**src/rtl/pmbus_ctl_defines.svh**
```systemverilog
// Purpose: constants for the PMBus output control register block
// Assumes: included by its bare name wherever the constants are needed
// Notes: command codes double as register offsets on the serial bus
`ifndef PMBUS_CTL_DEFINES_SVH
`define PMBUS_CTL_DEFINES_SVH

// command codes
`define CMD_OPERATION 8'h01
`define CMD_DEVICE_ID 8'had
`define CMD_DEVICE_REV 8'hae
`define CMD_SCRATCH 8'hd0
`define CMD_OPTIONS 8'he5
`define CMD_MISC 8'hf0

// reset values, block count and idle byte
`define SCRATCH_RST 16'h0000
`define OPTIONS_RST 16'h00c7
`define MISC_RST 16'h0001
`define OP_RST 2'h0
`define BLOCK_COUNT 8'h02
`define IDLE_BYTE 8'hff

// on/off register fields
`define OP_ON_BIT 7
`define OP_SOFT_BIT 6

// option register fields
`define OPT_ARA_BIT 0
`define OPT_ADC_EN_BIT 1
`define OPT_AUTO_LVL_BIT 2
`define OPT_LIMIT_OVR_BIT 3
`define OPT_SCAN_BIT 4
`define OPT_SS_DIS_BIT 5
`define OPT_AVG_LSB 6
`define OPT_FORCE_LVL_BIT 8

// misc register fields
`define MISC_OVP_BIT 0
`define MISC_FSYNC_BIT 1
`define MISC_HIGH_SIDE_OVERCURRENT_TRIM_LSB 4
`define MISC_HIGH_SIDE_OVERCURRENT_TRIM_W 4

// synchroniser reset levels: control pin, data, clock
`define PIN_RST 3'b011

`endif

```
**src/rtl/pmbus_ctl_pkg.sv**
```systemverilog
// Purpose: types for the PMBus output control register block
// Assumes: nothing beyond the defines header
// Notes: bus state codes are one-hot
package pmbus_ctl_pkg;

   typedef enum logic [5:0] {
      S_IDLE = 6'h01,
      S_RX = 6'h02,
      S_RACK = 6'h04,
      S_TX = 6'h08,
      S_TACK = 6'h10,
      S_WAIT = 6'h20
   } bus_state_t;

   typedef struct packed {
      logic switch_en;
      logic drivers_low;
      logic soft_stop;
      logic imm_off;
      logic low_side_on;
   } conv_ctl_t;

endpackage

```
**src/rtl/pmbus_output_control_registers.sv**
```systemverilog
// Purpose: PMBus slave with the on/off, identity and option registers
// Assumes: bus pins and control pin are asynchronous to sys_clk_i
// Notes: bus clock must be well below a quarter of sys_clk_i
`timescale 1ns/10ps
`include "pmbus_ctl_defines.svh"

module pmbus_output_control_registers
   import pmbus_ctl_pkg::*;
#(
   parameter logic [6:0] BUS_ADDR = 7'h24,
   parameter logic [15:0] DEVICE_ID = 16'h1234, // arbitrary value
   parameter logic [15:0] DEVICE_REV = 16'h0101 // arbitrary value
) (
   // clock and reset
   input wire logic sys_clk_i,
   input wire logic resetn_i,
   // serial bus pins
   input wire logic scl_i,
   input wire logic sda_i,
   output logic sda_o,
   output logic sda_oe_n_o,
   output logic alert_o,
   output logic alert_oe_n_o,
   // converter conditions
   input wire logic control_pin_i,
   input wire logic control_pin_required_i,
   input wire logic opr_gating_i,
   input wire logic uvlo_ok_i,
   input wire logic fault_active_i,
   input wire logic soft_done_i,
   input wire logic ov_fault_i,
   input wire logic below_uv_i,
   input wire logic strap_valid_i,
   input wire logic clear_faults_i,
   // nonvolatile store
   input wire logic nvm_store_i,
   input wire logic nvm_restore_i,
   // converter controls and status
   output conv_ctl_t ctl_o,
   output logic sync_as_reset_o,
   output logic [1:0] margin_sel_o,
   output logic cml_o,
   output logic ivd_o,
   output logic [15:0] options_o,
   output logic [15:0] misc_o
);

   localparam logic [2:0] PIN_RST = `PIN_RST;

   // three-stage pin synchronisers with agreement filter
   logic [2:0] pin_in;
   logic [2:0] s1_r;
   logic [2:0] s2_r;
   logic [2:0] s3_r;
   logic [2:0] f_r;
   logic [1:0] fd_r;
   assign pin_in = {control_pin_i, sda_i, scl_i};

   genvar g;
   generate
      for (g = 0; g < 3; g++) begin : g_sync
         always_ff @(posedge sys_clk_i or negedge resetn_i) begin
            if (!resetn_i) begin
               s1_r[g] <= PIN_RST[g];
               s2_r[g] <= PIN_RST[g];
               s3_r[g] <= PIN_RST[g];
               f_r[g] <= PIN_RST[g];
            end else begin
               s1_r[g] <= pin_in[g];
               s2_r[g] <= s1_r[g];
               s3_r[g] <= s2_r[g];
               if (s2_r[g] == s3_r[g]) begin
                  f_r[g] <= s3_r[g];
               end
            end
         end
      end
   endgenerate

   // previous filtered bus levels for edge detection
   always_ff @(posedge sys_clk_i or negedge resetn_i) begin
      if (!resetn_i) begin
         fd_r <= 2'h3;
      end else begin
         fd_r <= f_r[1:0];
      end
   end

   logic scl_rise;
   logic scl_fall;
   logic start;
   logic stop;
   // start and stop only count while the clock stays high
   assign scl_rise = f_r[0] & ~fd_r[0];
   assign scl_fall = ~f_r[0] & fd_r[0];
   assign start = f_r[0] & fd_r[0] & fd_r[1] & ~f_r[1];
   assign stop = f_r[0] & fd_r[0] & ~fd_r[1] & f_r[1];

   // bus state
   bus_state_t st_r, st_nxt;
   logic [3:0] bit_r, bit_nxt;
   logic [7:0] sh_r, sh_nxt;
   logic [2:0] idx_r, idx_nxt;
   logic rd_r, rd_nxt;
   logic [7:0] cmd_r, cmd_nxt;
   logic [7:0] d0_r, d0_nxt;
   logic [7:0] d1_r, d1_nxt;
   logic ackd_r, ackd_nxt;
   logic drv_r, drv_nxt;
   logic [1:0] n_r, n_nxt;
   logic [7:0] tb;

   // register state
   logic [1:0] op_r, op_nxt;
   logic [15:0] scr_r, scr_nxt;
   logic [15:0] opt_r, opt_nxt;
   logic [15:0] misc_r, misc_nxt;
   logic [15:0] nv_scr_r, nv_scr_nxt;
   logic [15:0] nv_opt_r, nv_opt_nxt;
   logic [15:0] nv_misc_r, nv_misc_nxt;
   logic cml_r, cml_nxt;
   logic ivd_r, ivd_nxt;

   // read data: byte n of the answer to command c
   function automatic logic [7:0] tx_byte(input logic [7:0] c,
                                          input logic [1:0] n,
                                          input logic [1:0] op,
                                          input logic [15:0] scr,
                                          input logic [15:0] opt,
                                          input logic [15:0] misc);
      logic [15:0] w;
      logic blk;
      w = 16'h0000;
      blk = 1'b0;
      if (c == `CMD_OPERATION) begin
         w = {8'h00, op, 6'h00};
      end else if (c == `CMD_DEVICE_ID) begin
         w = DEVICE_ID;
         blk = 1'b1;
      end else if (c == `CMD_DEVICE_REV) begin
         w = DEVICE_REV;
         blk = 1'b1;
      end else if (c == `CMD_SCRATCH) begin
         w = scr;
      end else if (c == `CMD_OPTIONS) begin
         w = opt;
      end else if (c == `CMD_MISC) begin
         w = misc;
      end
      if (blk) begin
         // count byte, then low, then high
         case (n)
            2'h0: tx_byte = `BLOCK_COUNT;
            2'h1: tx_byte = w[7:0];
            2'h2: tx_byte = w[15:8];
            default: tx_byte = `IDLE_BYTE;
         endcase
      end else begin
         case (n)
            2'h0: tx_byte = w[7:0];
            2'h1: tx_byte = w[15:8];
            default: tx_byte = `IDLE_BYTE;
         endcase
      end
   endfunction

   assign tb = tx_byte(cmd_r, n_r, op_r, scr_r, opt_r, misc_r);

   // bus byte engine; a restart keeps the command for a read
   always_comb begin
      st_nxt = st_r;
      bit_nxt = bit_r;
      sh_nxt = sh_r;
      idx_nxt = idx_r;
      rd_nxt = rd_r;
      cmd_nxt = cmd_r;
      d0_nxt = d0_r;
      d1_nxt = d1_r;
      ackd_nxt = ackd_r;
      drv_nxt = drv_r;
      n_nxt = n_r;
      if (stop) begin
         st_nxt = S_IDLE;
         drv_nxt = 1'b0;
      end else if (start) begin
         st_nxt = S_RX;
         bit_nxt = 4'h0;
         idx_nxt = 3'h0;
         n_nxt = 2'h0;
         drv_nxt = 1'b0;
      end else begin
         case (st_r)
            S_RX: begin
               if (scl_rise) begin
                  sh_nxt = {sh_r[6:0], f_r[1]};
                  bit_nxt = bit_r + 4'h1;
               end else if (scl_fall && bit_r == 4'h8) begin
                  bit_nxt = 4'h0;
                  st_nxt = S_RACK;
                  drv_nxt = 1'b1;
                  if (idx_r != 3'h7) begin
                     idx_nxt = idx_r + 3'h1;
                  end
                  if (idx_r == 3'h0) begin
                     rd_nxt = sh_r[0];
                     if (sh_r[7:1] != BUS_ADDR) begin
                        st_nxt = S_WAIT;
                        drv_nxt = 1'b0;
                     end
                  end else if (idx_r == 3'h1) begin
                     cmd_nxt = sh_r;
                  end else if (idx_r == 3'h2) begin
                     d0_nxt = sh_r;
                  end else if (idx_r == 3'h3) begin
                     d1_nxt = sh_r;
                  end
               end
            end
            S_RACK: begin
               if (scl_fall && rd_r) begin
                  st_nxt = S_TX;
                  sh_nxt = tb;
                  drv_nxt = ~tb[7];
                  n_nxt = (n_r == 2'h3) ? n_r : n_r + 2'h1;
               end else if (scl_fall) begin
                  st_nxt = S_RX;
                  drv_nxt = 1'b0;
               end
            end
            S_TX: begin
               if (scl_fall && bit_r == 4'h7) begin
                  st_nxt = S_TACK;
                  bit_nxt = 4'h0;
                  drv_nxt = 1'b0;
               end else if (scl_fall) begin
                  sh_nxt = {sh_r[6:0], 1'b1};
                  bit_nxt = bit_r + 4'h1;
                  drv_nxt = ~sh_r[6];
               end
            end
            S_TACK: begin
               if (scl_rise) begin
                  ackd_nxt = ~f_r[1];
               end else if (scl_fall && ackd_r) begin
                  st_nxt = S_TX;
                  sh_nxt = tb;
                  drv_nxt = ~tb[7];
                  n_nxt = (n_r == 2'h3) ? n_r : n_r + 2'h1;
               end else if (scl_fall) begin
                  st_nxt = S_WAIT;
               end
            end
            default: ;
         endcase
      end
   end

   always_ff @(posedge sys_clk_i or negedge resetn_i) begin
      if (!resetn_i) begin
         st_r <= S_IDLE;
         bit_r <= 4'h0;
         sh_r <= 8'h00;
         idx_r <= 3'h0;
         rd_r <= 1'b0;
         cmd_r <= 8'h00;
         d0_r <= 8'h00;
         d1_r <= 8'h00;
         ackd_r <= 1'b0;
         drv_r <= 1'b0;
         n_r <= 2'h0;
      end else begin
         st_r <= st_nxt;
         bit_r <= bit_nxt;
         sh_r <= sh_nxt;
         idx_r <= idx_nxt;
         rd_r <= rd_nxt;
         cmd_r <= cmd_nxt;
         d0_r <= d0_nxt;
         d1_r <= d1_nxt;
         ackd_r <= ackd_nxt;
         drv_r <= drv_nxt;
         n_r <= n_nxt;
      end
   end

   // a write is whole only if stop follows an acked byte; the stop's own
   // clock rise is counted as one bit, sampled while data is still low
   logic wr_done;
   logic one_byte;
   logic two_byte;
   logic bad_op;
   assign wr_done = stop & (st_r == S_RX) & (bit_r == 4'h1) & ~sh_r[0] &
                    ~rd_r;
   assign one_byte = wr_done & (idx_r == 3'h3);
   assign two_byte = wr_done & (idx_r == 3'h4);
   assign bad_op = one_byte & (cmd_r == `CMD_OPERATION) &
                   d0_r[`OP_ON_BIT] & d0_r[`OP_SOFT_BIT];

   // register updates, nonvolatile shadow and invalid-data flags
   always_comb begin
      op_nxt = op_r;
      scr_nxt = scr_r;
      opt_nxt = opt_r;
      misc_nxt = misc_r;
      nv_scr_nxt = nv_scr_r;
      nv_opt_nxt = nv_opt_r;
      nv_misc_nxt = nv_misc_r;
      if (one_byte && cmd_r == `CMD_OPERATION && !bad_op) begin
         // bits 5..0 are dropped
         op_nxt = {d0_r[`OP_ON_BIT], d0_r[`OP_SOFT_BIT]};
      end else if (two_byte && cmd_r == `CMD_SCRATCH) begin
         scr_nxt = {d1_r, d0_r};
      end else if (two_byte && cmd_r == `CMD_OPTIONS) begin
         opt_nxt = {d1_r, d0_r};
      end else if (two_byte && cmd_r == `CMD_MISC) begin
         misc_nxt = {d1_r, d0_r};
      end
      // identity commands and bad lengths fall through unchanged
      if (nvm_restore_i) begin
         scr_nxt = nv_scr_r;
         opt_nxt = nv_opt_r;
         misc_nxt = nv_misc_r;
      end else if (nvm_store_i) begin
         nv_scr_nxt = scr_r;
         nv_opt_nxt = opt_r;
         nv_misc_nxt = misc_r;
      end
      // a new invalid write beats a clear in the same cycle
      cml_nxt = bad_op | (cml_r & ~clear_faults_i);
      ivd_nxt = bad_op | (ivd_r & ~clear_faults_i);
   end

   always_ff @(posedge sys_clk_i or negedge resetn_i) begin
      if (!resetn_i) begin
         op_r <= `OP_RST;
         scr_r <= `SCRATCH_RST;
         opt_r <= `OPTIONS_RST;
         misc_r <= `MISC_RST;
         nv_scr_r <= `SCRATCH_RST;
         nv_opt_r <= `OPTIONS_RST;
         nv_misc_r <= `MISC_RST;
         cml_r <= 1'b0;
         ivd_r <= 1'b0;
      end else begin
         op_r <= op_nxt;
         scr_r <= scr_nxt;
         opt_r <= opt_nxt;
         misc_r <= misc_nxt;
         nv_scr_r <= nv_scr_nxt;
         nv_opt_r <= nv_opt_nxt;
         nv_misc_r <= nv_misc_nxt;
         cml_r <= cml_nxt;
         ivd_r <= ivd_nxt;
      end
   end

   // converter control
   conv_ctl_t ctl_r, ctl_nxt;
   logic soft_r, soft_nxt;
   logic sar_r, sar_nxt;
   logic run;
   logic ok;
   assign run = op_r[1] & opr_gating_i &
                (~control_pin_required_i | f_r[2]);
   assign ok = uvlo_ok_i & ~fault_active_i;

   always_comb begin
      ctl_nxt = ctl_r;
      soft_nxt = soft_r;
      ctl_nxt.imm_off = 1'b0;
      ctl_nxt.soft_stop = 1'b0;
      if (run && ok) begin
         ctl_nxt.switch_en = 1'b1;
         soft_nxt = 1'b0;
      end else if (ctl_r.switch_en && !soft_r && ok &&
                   op_r[0] && !op_r[1]) begin
         soft_nxt = 1'b1;
         ctl_nxt.soft_stop = 1'b1;
      end else if (soft_r) begin
         // keep switching through the ramp unless a fault cuts in
         if (soft_done_i || !ok) begin
            ctl_nxt.switch_en = 1'b0;
            soft_nxt = 1'b0;
         end
      end else if (ctl_r.switch_en) begin
         ctl_nxt.switch_en = 1'b0;
         ctl_nxt.imm_off = 1'b1;
      end
      ctl_nxt.drivers_low = ~ctl_nxt.switch_en;
      // release on undervoltage when the response bit is set
      ctl_nxt.low_side_on = ov_fault_i | (ctl_r.low_side_on &
         ~(misc_r[`MISC_OVP_BIT] ? below_uv_i : clear_faults_i));
      sar_nxt = ~misc_r[`MISC_FSYNC_BIT] & strap_valid_i;
   end

   always_ff @(posedge sys_clk_i or negedge resetn_i) begin
      if (!resetn_i) begin
         ctl_r <= 5'b01000;
         soft_r <= 1'b0;
         sar_r <= 1'b0;
      end else begin
         ctl_r <= ctl_nxt;
         soft_r <= soft_nxt;
         sar_r <= sar_nxt;
      end
   end

   // open-drain pins: enable low while pulling low
   assign sda_o = 1'b0;
   assign sda_oe_n_o = ~drv_r;
   assign alert_o = 1'b0;
   assign alert_oe_n_o = ~cml_r;
   assign ctl_o = ctl_r;
   assign sync_as_reset_o = sar_r;
   // margin codes live in read-only bits, so nominal stays chosen
   assign margin_sel_o = 2'h0;
   assign cml_o = cml_r;
   assign ivd_o = ivd_r;
   assign options_o = opt_r;
   assign misc_o = misc_r;

endmodule

```
**config.mk**
```make
export PLATFORM = sky130hd
export DESIGN_NAME = pmbus_output_control_registers
export DESIGN_NICKNAME = d
export VERILOG_FILES = /design/src/rtl/pmbus_ctl_pkg.sv /design/src/rtl/pmbus_output_control_registers.sv
export VERILOG_INCLUDE_DIRS = /design/src /design/src/rtl
export SDC_FILE = /design/constraint.sdc
export NUM_CORES = 1
export LEC_CHECK = 0
export ABC_AREA = 1
export BUFFER_PORTS_ARGS = -buffer_cell sky130_fd_sc_hd__buf_2
export CAP_MARGIN = 20
export CORE_ASPECT_RATIO = 1.25
export CORE_MARGIN = 2
export CORE_UTILIZATION = 45
export CTS_CLUSTER_SIZE = 10
export DETAILED_ROUTE_END_ITERATION = 16
export PLACE_DENSITY = 0.72
export SETUP_SLACK_MARGIN = 0.15
export SLEW_MARGIN = 25
export SYNTH_ARGS = -nofsm -noshare
export SYNTH_HDL_FRONTEND = slang
export SYNTH_SLANG_ARGS = --single-unit
```
**constraint.sdc**
```tcl
create_clock -name sys_clk_i -period 3.9 [get_ports sys_clk_i]
set_input_delay 0.195 -clock sys_clk_i [delete_from_list [all_inputs] [get_ports sys_clk_i]]
set_output_delay 0.195 -clock sys_clk_i [all_outputs]
set_load 0.01 [all_outputs]
```
Word-level counts from Yosys, hierarchy flattened
Index checks and enable logic that the tools add are counted.
W data, S select, Z words.

word-level totals
  logic and storage cells = 275
  output and inout port bits = 46
  input bits = 16
  flip-flop bits (word level) = 171

cells by class
  reduce and logical (&&, ||, !) cells = 46
  equality and inequality tests = 48
  $add $sub $neg = 3
  multiplexer cells = 88
  bitwise gates (word level) = 50

operator list
  kind                  number
  $mux W16              18
  $mux W6               12
  $mux W8               7
  $eq A8 B8 Y1 const B  5
  $pmux W8 S4           1
  $mux W1               28
  $ne A4 B4 Y1 const B  7
  $pmux W6 S4           1
  $pmux W8 S3           1
  $and A1 B1 Y1         23
  $not A1 Y1            23
  $reduce_and A7 Y1     3
  $mux W4               5
  $ne A2 B2 Y1 const B  9
  $reduce_and A9 Y1     2
  $pmux W8 S2           1
  $mux W3               5
  $ne A5 B5 Y1 const B  3
  $logic_and A1 B1 Y1   14
  $mux W2               6
  $ne A3 B3 Y1 const B  4
  $reduce_and A4 Y1     3
  $reduce_bool A2 Y1    6
  $reduce_and A5 Y1     2
  other kinds (34)      46

Depth between registers and ports, before layout
Gate-level depths: netlist (run 1).

  depth in word-level cells = 15
  depth in mapped cells = 12
  gate-level depth less buffers = 12

Worst setup path after synthesis (run 1)
OpenSTA, ideal clock, no wires.

  path type = register to register
  start point = register f_r[0]
  end point = register misc_r[13] (netlist: misc_o[13])
  library setup time = 66 ps
  path slack = 2180 ps
  stages on the path, launching flop included = 10
  arrival time = 1655 ps
  period minus slack after synthesis = 1720 ps
  cells stage by stage = dfstp_2 > nand2_1 > clkinv_1 > nand3_4 > nor4_4 > nand4_2 > nand2_2 > buf_6 > nand2_1 > nand2_1

between the ends
  longest elaborated chain between the ends = 15
  elaborated cells on any way between the ends = 23
  those cells by class = 3 x eq/ne; 12 x bitwise; 8 x reduce/logical

ends and longest elaborated chain
  what                               RTL line                               RTL
  from (decl)                        pmbus_output_control_registers.sv:55   logic [2:0] f_r;
  from (signal, indexed assignment)  pmbus_output_control_registers.sv:67   f_r[g] <= PIN_RST[g];
  from (signal, indexed assignment)  pmbus_output_control_registers.sv:73   f_r[g] <= s3_r[g];
  $and A1 B1 Y1 * (3 in a row)       pmbus_output_control_registers.sv:97   assign stop = f_r[0] & fd_r[0] & ~fd_r[1] & f_r[1];
  $and A1 B1 Y1 * (4 in a row)       pmbus_output_control_registers.sv:292  assign wr_done = stop & (st_r == S_RX) & (bit_r == 4'h1) & ~sh_r[0] &
  $and A1 B1 Y1                      pmbus_output_control_registers.sv:294  assign one_byte = wr_done & (idx_r == 3'h3);
  $and A1 B1 Y1 (3 in a row)         pmbus_output_control_registers.sv:296  assign bad_op = one_byte & (cmd_r == `CMD_OPERATION) &
  $logic_not A1 Y1                   pmbus_output_control_registers.sv:308  if (one_byte && cmd_r == `CMD_OPERATION && !bad_op) begin
  $logic_and A1 B1 Y1                pmbus_output_control_registers.sv:308
  $ne A2 B2 Y1 (no line)             --
  $reduce_and A4 Y1 (no line) *      --
  to (signal assigned)               pmbus_output_control_registers.sv:338  misc_r <= `MISC_RST;
  to (signal assigned)               pmbus_output_control_registers.sv:348  misc_r <= misc_nxt;
  to (decl)                          pmbus_output_control_registers.sv:117  logic [15:0] misc_r, misc_nxt;

Every way passes the cells marked *; elsewhere a longest branch is shown, timed or not.
A chain may end at the register's enable or synchronous reset.

Worst setup path in the final report (run 1)
  start point = register cmd_r[7]
  end point = register misc_r[12] (netlist: misc_o[12])

between the ends
  longest elaborated chain between the ends = 8
  elaborated cells on any way between the ends = 18
  those cells by class = 7 x eq/ne; 3 x bitwise; 8 x reduce/logical

ends and longest elaborated chain
  what                           RTL line                               RTL
  from (decl)                    pmbus_output_control_registers.sv:105  logic [7:0] cmd_r, cmd_nxt;
  from (signal assigned)         pmbus_output_control_registers.sv:277  cmd_r <= cmd_nxt;
  $eq A8 B1 Y1 (no line)         --
  $and A1 B1 Y1 (3 in a row)     pmbus_output_control_registers.sv:296
  $logic_not A1 Y1               pmbus_output_control_registers.sv:308
  $logic_and A1 B1 Y1            pmbus_output_control_registers.sv:308
  $ne A2 B2 Y1 (no line)         --
  $reduce_and A4 Y1 (no line) *  --

Marks and branches as above.

==> flow_summary_export.csv, run 1 <==
group,metric,value,unit
clock_tree,cts.sinks,171,
clock_tree,cts-buffers-inserted,17,
synth,ys_seq_area_share,51.24,%
synth,yosys.area_share.simple,27.82,%
clock_tree,post-cts-setup-buffers,0,
route,drt_drc_violations_left,0,
floorplan,initial_core_util,46.11,%
worst_hold_path,hold_class,"in2reg",
placement,gp_congestion,0.9668,
synth,synth_top_family_by_area,"simple AND/OR/NAND/NOR gates",
clock_tree,cts_tree,"built",
final_layout,fillers,1710,
synth,netlist_area,8409,µm²
placement,hpwl,14.88,mm
worst_setup_path,r2r_cells,6,
worst_setup_path,rrSetupSlack,1.23,ns
route,drt-total-wl,21.49,mm
synth,yosysUniqueCellTypes,44,
worst_setup_path,crit_path_end_kind,"flop",
route,via_count,6997,
timing,hold_viol,0,
worst_hold_path,hp-start,"fault_active_i",
global_routing,grt_pass1_wl,35.02,mm
synth,syn_inst,1023,
worst_setup_path,crit_top_cell,"nand2_1",
final_layout,final_common_cell,"nand2_1",
run,drv_cap,0,
worst_hold_path,whs_endpoint,"ctl_o[2]$_DFF_PN0_",
route,firstDrtPassIters,7,
floorplan,rows,55,
clock_tree,clock_latency,0.43,ns
synth,ys_ff_latch,171,
clock_tree,cts_htree_levels,4,
global_routing,grt_pass1_vias,6656,
timing,setup_tns,0,ns
timing,finalSetupViolCount,0,
worst_setup_path,cp_cell_sequence,"nand2_1, nor2_1, nand4_2, nand2_2, nand2_1, nand2_1",
worst_setup_path,cp_max_fo,17,
clock_tree,clk_pin_slew,0.06,ns
timing,fin_crit,2.674,ns
timing,fin_crit_sh,68.57,%
worst_setup_path,cp.arrival,3.04,ns
placement,portBuffers,57,
timing,slew_violations,0,
clock_tree,cts_resized,0,
synth,synth_fa_ha_area_share,2.291,%
worst_hold_path,hold_depth,4,
global_routing,antenna_found_initial,0,
timing,worst_slew_pin_slew,0.9348,ns
final_layout,diodes,0,
power_and_ir_drop,p_leak,4.929,nW
synth,muxShareOfSynthArea,3.616,%
worst_setup_path,crit_type,"reg2reg",
route,ant_nets,0,
synth,synth_compound_area_share,8.168,%
worst_setup_path,r2r_start,"cmd_r[7]$_DFFE_PN0P_",
timing,rsz0062_at_grt,"no",
final_layout,syn_to_final_growth,13.15,%
synth,ys.flop_type,"dfrtp_1",
floorplan,die_height,156.8,µm
global_routing,grt_use_total,22.46,%
clock_tree,cts_root_buffer,"clkbuf_16",
floorplan,die-area,19800,µm²
synth,synth-xor-area-share,0.2083,%
worst_setup_path,r2r_end,"misc_o[12]$_DFFE_PN0P_",
floorplan,die_x,126.3,µm
timing,fmax,373.9,MHz
final_layout,final_cell_mix,"nand2_1 (339), dfrtp_1 (147), o21ai_0 (93), nand3_1 (92), inv_1 (91)",
synth,avgSynthCellArea,8.220,µm²
worst_setup_path,worst_path_max_delay_cell,"nor2_1",
outcome,status,"complete, no violations",
global_routing,grt_max_degree,82,
timing,skew,0.01062,ns
floorplan,pin_count,62,
timing,relSlewSlack,37.46,%
floorplan,core_area,18240,µm²
global_routing,grt_overflow,0,
final_layout,nNetsFinal,1106,
clock_tree,cts_buffer_depth,2,
power_and_ir_drop,ir_worst_vdd,0.3166,mV
synth,synth_edf_count,0,
final_layout,drive_gt1_share,16.06,%
worst_setup_path,start_kind,"flop",
power_and_ir_drop,power.density,512.4,nW/µm²
clock_tree,cts_hold_buf,7,
placement,pre_cts_slack,1.294,ns
timing,setup_slack,1.226,ns
synth,yosysWarnings,0,
route,routedWlPerCell,16.31,µm
route,drt_iter0_drc,673,
synth,async_flop_share,100.0,%
worst_setup_path,slowest_delay,0.64,ns
worst_setup_path,cp.required,4.26,ns
route,viasPerCell,5.309,
[metal layers]
layer	track usage, %	routed length (µm)	vias up
met5	0	0	-
met4	9.524	759	0
met3	4.752	1070	51
met2	37.43	10450	208
met1	28.41	9213	3341
li1	-	-	3397
[cell families (layout without fill, tap and decap cells)]
| logic type | Yosys count | count (layout) |
|---|---|---|
| AND/OR/NAND/NOR | 541 | 541 |
| flip-flops | 171 | 171 |
| buffers and inverters | 136 | 200 |
| AO/OA/AOI/OAI | 129 | 129 |
| multiplexers | 27 | 27 |
| adder cells (fa/ha/maj) | 16 | 16 |
| XOR/XNOR | 2 | 2 |
| other | 1 | 4 |
[critical path: cells and delay by family, from the launching register on]
family / cells / cell delay (ns)
simple gates: 6 / 2.20
flops: 1 / 0.40
[final cells by class]
| class | instances | area (µm²) | area share, % |
|---|---|---|---|
| clock inverters | 11 | 110.1 | 1.157 |
| well taps | 228 | 285.3 | 2.998 |
| inverters | 97 | 365.4 | 3.840 |
| repair buffers | 71 | 426.7 | 4.484 |
| multi-input cells | 719 | 3558 | 37.40 |
| flip-flops and latches | 171 | 4309 | 45.29 |
| clock buffers | 21 | 460.4 | 4.839 |
[worst max path at each step]
stage / startpoint / end / slack (ns) / cells past startpoint
floorplan: f_r[0]$_DFFE_PN1N_ / misc_o[13]$_DFFE_PN0P_ / 2.18 / 9
global placement: f_r[0]$_DFFE_PN1N_ / misc_o[12]$_DFFE_PN0P_ / 1.31 / 8
detailed placement: f_r[0]$_DFFE_PN1N_ / misc_o[12]$_DFFE_PN0P_ / 1.29 / 8
CTS: f_r[0]$_DFFE_PN1N_ / misc_o[12]$_DFFE_PN0P_ / 1.25 / 8
global route: cmd_r[3]$_DFFE_PN0P_ / scr_r[7]$_DFFE_PN0P_ / 1.01 / 10
finish: cmd_r[7]$_DFFE_PN0P_ / misc_o[12]$_DFFE_PN0P_ / 1.23 / 6
[report_power, final]
part | total, W | switching (W) | internal [W]
clock | 0.00164 | 0.000719 | 0.000922
sequential | 0.00205 | 0.000115 | 0.00194
combinational | 0.00118 | 0.000827 | 0.000354
total | 0.00488 | 0.00166 | 0.00322
[Yosys cell counts, types with 2 or more instances]
| cell | instances | share of area, % |
|---|---|---|
| a21oi_2 | 4 | 0.42 |
| mux2_2 | 27 | 3.6 |
| buf_1 | 7 | 0.31 |
| o31ai_1 | 2 | 0.18 |
| clkbuf_1 | 15 | 0.67 |
| nand2_1 | 340 | 15 |
| o21ai_1 | 2 | 0.12 |
| nor2_2 | 3 | 0.22 |
| nand4_4 | 3 | 0.76 |
| nor3_1 | 5 | 0.30 |
| inv_1 | 91 | 4.1 |
| dfrtp_1 | 147 | 44 |
| buf_4 | 4 | 0.36 |
| maj3_1 | 3 | 0.36 |
| nand2_2 | 3 | 0.22 |
| o21ai_0 | 93 | 5.5 |
| a21boi_0 | 2 | 0.18 |
| nand4_2 | 4 | 0.60 |
| a21oi_1 | 18 | 1.1 |
| buf_2 | 11 | 0.65 |
| nand4_1 | 11 | 0.82 |
| buf_6 | 2 | 0.27 |
| ha_1 | 13 | 1.9 |
| inv_2 | 4 | 0.18 |
| dfstp_2 | 24 | 7.5 |
| nand3_1 | 92 | 5.5 |
| nor2_1 | 73 | 3.3 |
| o22ai_1 | 4 | 0.30 |
[metrics by stage]
step	total power (W)	cell area (µm²)	instances	hold WS, ns	util, %
2_1_floorplan	0.002920	8421	1026	-0.1006	-
3_3_place_gp	0.003229	8875	1279	0.2921	48.67
3_5_place_dp	0.003248	8875	1279	0.2932	48.67
4_1_cts	0.004900	9515	1318	0.02976	52.18
5_1_grt	0.005159	9515	1318	0.07467	52.18
6_report	0.004876	9515	1318	0.04043	52.18
[sequential cells by signal, indices dropped and copies added, names as in the netlist, 3 cells and up]
| register | cells |
|---|---|
| misc_o | 16 |
| f_r | 3 |
| idx_r | 3 |
| nv_opt_r | 16 |
| st_r | 6 |
| options_o | 16 |
| s1_r | 3 |
| s3_r | 3 |
| s2_r | 3 |
| sh_r | 8 |
| ctl_o | 5 |
| scr_r | 16 |
| nv_misc_r | 16 |
| d0_r | 8 |
| cmd_r | 8 |
| d1_r | 8 |
| nv_scr_r | 16 |
| bit_r | 4 |
Note: power is estimated with default switching activity, not from simulation.
==> inputs of run 2 (changes only) <==
--- a/config.mk
+++ b/config.mk
@@ -6,7 +6,7 @@
 export SDC_FILE = /design/constraint.sdc
 export NUM_CORES = 1
 export LEC_CHECK = 0
-export ABC_AREA = 1
+export ABC_AREA = 0
 export BUFFER_PORTS_ARGS = -buffer_cell sky130_fd_sc_hd__buf_2
 export CAP_MARGIN = 20
 export CORE_ASPECT_RATIO = 1.25
@@ -14,7 +14,7 @@
 export CORE_UTILIZATION = 45
 export CTS_CLUSTER_SIZE = 10
 export DETAILED_ROUTE_END_ITERATION = 16
-export PLACE_DENSITY = 0.72
+export PLACE_DENSITY = 0.75
 export SETUP_SLACK_MARGIN = 0.15
 export SLEW_MARGIN = 25
 export SYNTH_ARGS = -nofsm -noshare
==> constraint.sdc (replaced) <==
create_clock -name sys_clk_i -period 2.3 [get_ports sys_clk_i]
set_input_delay 0.115 -clock sys_clk_i [delete_from_list [all_inputs] [get_ports sys_clk_i]]
set_output_delay 0.115 -clock sys_clk_i [all_outputs]
set_load 0.01 [all_outputs]
==> run 2 against run 1 <==
  * The flow now finishes with violations (setup timing)
  * Core utilization up 6.5 points
  * Global-route usage down 0.056 points
  * Clock power up 80%
  * Sequential power up 70%
  * Non-clock buffer count up 71
  * Flip-flop and latch count unchanged
  * Via count down 5.2%
  * Routed wire length up 6.0%
  * Combinational power down 35%
  * Maximum frequency up 15%
  * Clock skew up 0.0014 ns
  * Critical path depth up 1
  * Highest routed layer unchanged
==> flow_summary_export.csv, run 2 <==
group,metric,value,unit
global_routing,grt_overflow,0,
synth,synth_edf_count,0,
final_layout,final_cell_mix,"dfrtp_1 (146), mux2_2 (66), buf_2 (55), nand2_1 (53), buf_4 (53)",
floorplan,initial_core_util,46.16,%
synth,syn_inst,749,
global_routing,antenna_found_initial,0,
power_and_ir_drop,comb_power_share,10.6,%
final_layout,final_common_cell,"dfrtp_1",
synth,synth_common_cells,"dfrtp_1 (147), mux2_2 (74), nand2_1 (53)",
worst_setup_path,crit_path_end_kind,"flop",
clock_tree,cts_root_buffer,"clkbuf_16",
placement,place_area,9447,µm²
route,drt_iter0_drc,574,
global_routing,grt_pass1_wl,34.73,mm
power_and_ir_drop,clock_power_share,41.1,%
worst_setup_path,cp_cell_sequence,"and4bb_2, nand4_4, or4b_4, buf_6, nor2_4, buf_12, mux2_2",
synth,netlist_area,8418,µm²
power_and_ir_drop,p_int,0.005240,W
route,firstDrtPassIters,6,
worst_setup_path,slowest_delay,0.58,ns
worst_setup_path,cp.arrival,2.64,ns
power_and_ir_drop,seq_power_share,48.3,%
worst_setup_path,r2r_start,"fd_r[0]$_DFF_PN1_",
clock_tree,cts.sinks,171,
synth,post-synth-top-count-cell,"dfrtp_1",
worst_setup_path,worst_path_max_delay_cell,"dfstp_2",
route,drt-total-wl,22.78,mm
synth,yosys.area.top_type,"dfrtp_1",
timing,skew,0.01207,ns
synth,ys_seq_area_share,51.19,%
worst_setup_path,start_kind,"flop",
worst_setup_path,r2r_cells,7,
global_routing,grt_use_total,22.41,%
clock_tree,clock_latency,0.44,ns
power_and_ir_drop,p_leak,5.083,nW
floorplan,die_height,156.9,µm
final_layout,diodes,0,
placement,hpwl,14.31,mm
route,via_count,6634,
timing,finalSetupViolCount,11,
worst_setup_path,cp_max_fo,8,
route,ant_nets,0,
final_layout,syn_to_final_growth,27.17,%
worst_setup_path,cp.required,2.62,ns
final_layout,fin_area,10710,µm²
timing,fmax,430.7,MHz
synth,avgSynthCellArea,11.24,µm²
synth,yosysWarnings,0,
route,routedWlPerCell,20.54,µm
power_and_ir_drop,p_total,0.007205,W
synth,async_flop_share,100.0,%
timing,setup_slack,-0.02195,ns
timing,rsz0062_at_grt,"yes",
floorplan,core_area,18240,µm²
placement,gp_congestion,1.002,
clock_tree,cts_buffer_depth,2,
clock_tree,cts-buffers-inserted,17,
synth,ys.flop_type,"dfrtp_1",
worst_hold_path,hp-start,"fault_active_i",
synth,yosysUniqueCellTypes,71,
power_and_ir_drop,swShare,27.27,%
synth,ys_ff_latch,171,
worst_hold_path,hold_depth,3,
timing,hold_viol,0,
timing,relSlewSlack,66.55,%
worst_setup_path,crit_type,"reg2reg",
outcome,status,"finished with violations",
timing,worst_slew_pin_slew,0.4964,ns
global_routing,grt_pass1_vias,6461,
synth,synth.area.top_cells,"dfrtp_1 (44%), mux2_2 (9.9%), dfstp_2 (7.5%)",
synth,synth_top_cell_area_share,43.70,%
clock_tree,cts_htree_levels,4,
power_and_ir_drop,switching_power,0.001965,W
final_layout,nNetsFinal,897,
timing,fin_crit,2.322,ns
floorplan,die-area,19820,µm²
outcome,violations,"setup timing",
global_routing,grt_max_degree,113,
placement,portBuffers,57,
timing,setup_tns,-0.1233,ns
clock_tree,cts_tree,"built",
worst_setup_path,r2r_end,"d1_r[0]$_DFFE_PN0P_",
worst_hold_path,hold_class,"in2reg",
power_and_ir_drop,ir_worst_vdd,0.5353,mV
worst_hold_path,whs_endpoint,"ctl_o[2]$_DFF_PN0_",
power_and_ir_drop,power.density,673.0,nW/µm²
timing,fin_crit_sh,101.0,%
floorplan,rows,55,
clock_tree,clk_pin_slew,0.07,ns
floorplan,die_x,126.3,µm
timing,slew_violations,0,
run,drv_cap,0,
floorplan,pin_count,62,
worst_setup_path,rrSetupSlack,-0.02,ns
route,viasPerCell,5.982,
final_layout,drive_gt1_share,37.34,%
route,drt_drc_violations_left,0,
## run 2: cell types whose count changed in the layout (fill, tap and decap cells not counted), sizes merged, moves of 25 or more
cell | before | now
nor2 | 77 | 32
inv | 99 | 28
o21ai | 95 | 35
mux2 | 27 | 77
nand2b | 0 | 31
nand2 | 344 | 53
mux2i | 0 | 25
nand3 | 94 | 24
buf | 64 | 129
## run 2: worst max path at each step
stage                               startpoint                   end  slack (ns)  cells after the start
after detailed placement  bit_r[1]$_DFFE_PN0P_  cmd_r[6]$_DFFE_PN0P_       -0.03                      8
final                        fd_r[0]$_DFF_PN1_   d1_r[0]$_DFFE_PN0P_       -0.02                      7
after global routing      bit_r[1]$_DFFE_PN0P_   d1_r[0]$_DFFE_PN0P_       -0.08                      9
after global placement    bit_r[0]$_DFFE_PN0P_  cmd_r[0]$_DFFE_PN0P_        0.01                      8
after CTS                 bit_r[1]$_DFFE_PN0P_  cmd_r[0]$_DFFE_PN0P_       -0.03                      8
after floorplan              fd_r[0]$_DFF_PN1_  cmd_r[0]$_DFFE_PN0P_       -0.09                      6
## run 2: kinds of logic after synthesis
logic type,after synthesis,synth area share (%)
flops,171,51.19
mux,102,13.27
compound gates,130,11.47
fa+ha+maj,16,2.289
buf+inv,65,3.166
simple gates,258,17.94
xor+xnor,6,0.6243
other cells,1,0.04455
## run 2: worst max-delay path: cells and delay by family (launching register included)
family | cells | cell delay [ns]
multiplexers | 1 | 0.34
AND/OR/NAND/NOR | 4 | 1.00
flip-flops | 1 | 0.58
buffers and inverters | 2 | 0.28
## run 2: area by class of cell
class | count | area (µm²)
Inverter | 20 | 75.07
Tap cell | 228 | 285.3
Multi-Input combinational cell | 516 | 4188
Clock inverter | 14 | 175.2
Fill cell | 1426 | 7531
Sequential cell | 171 | 4310
Clock buffer | 18 | 439.2
Timing Repair Buffer | 142 | 1232
## run 2: routing by layer
| layer | share of wire [%] | vias up | track usage, % |
|---|---|---|---|
| met4 | 3.3 | 0 | 7.849 |
| met3 | 5.3 | 60 | 4.487 |
| met5 | 0 | - | 0 |
| met1 | 41 | 3343 | 27.85 |
| met2 | 51 | 256 | 38.97 |
| li1 | - | 2975 | - |
## run 2: timing repair
action / 4_1_cts / 5_1_grt
pin swaps: 4 / 16
resized for setup: 20 / 59
endpoints found under the setup margin: 76 / 82
hold buffers: 9 / 0
cloned: 3 / 4
hold endpoints to repair: 55 / 0
setup buffers: 5 / 7
## run 2: stage by stage
stage | util, % | setup WS (ns) | cells | hold slack, ns
2_1_floorplan | - | -0.09336 | 752 | -0.1806
6_report | 58.70 | -0.02195 | 1109 | 0.01317
5_1_grt | 58.70 | -0.08418 | 1109 | 0.02111
3_5_place_dp | 51.80 | -0.02517 | 1050 | 0.08476
3_3_place_gp | 51.80 | 0.01282 | 1050 | 0.08564
4_1_cts | 56.62 | -0.03094 | 1099 | 0.004051
## run 2: power by group through the flow
stage / Sequential (W) / Combinational [W] / Clock [W]
2_1_floorplan: 0.00345 / 0.000438 / 0
3_3_place_gp: 0.00351 / 0.000678 / 0
3_5_place_dp: 0.00352 / 0.000695 / 0
4_1_cts: 0.00347 / 0.000748 / 0.00301
5_1_grt: 0.00350 / 0.000836 / 0.00314
6_report: 0.00348 / 0.000766 / 0.00296
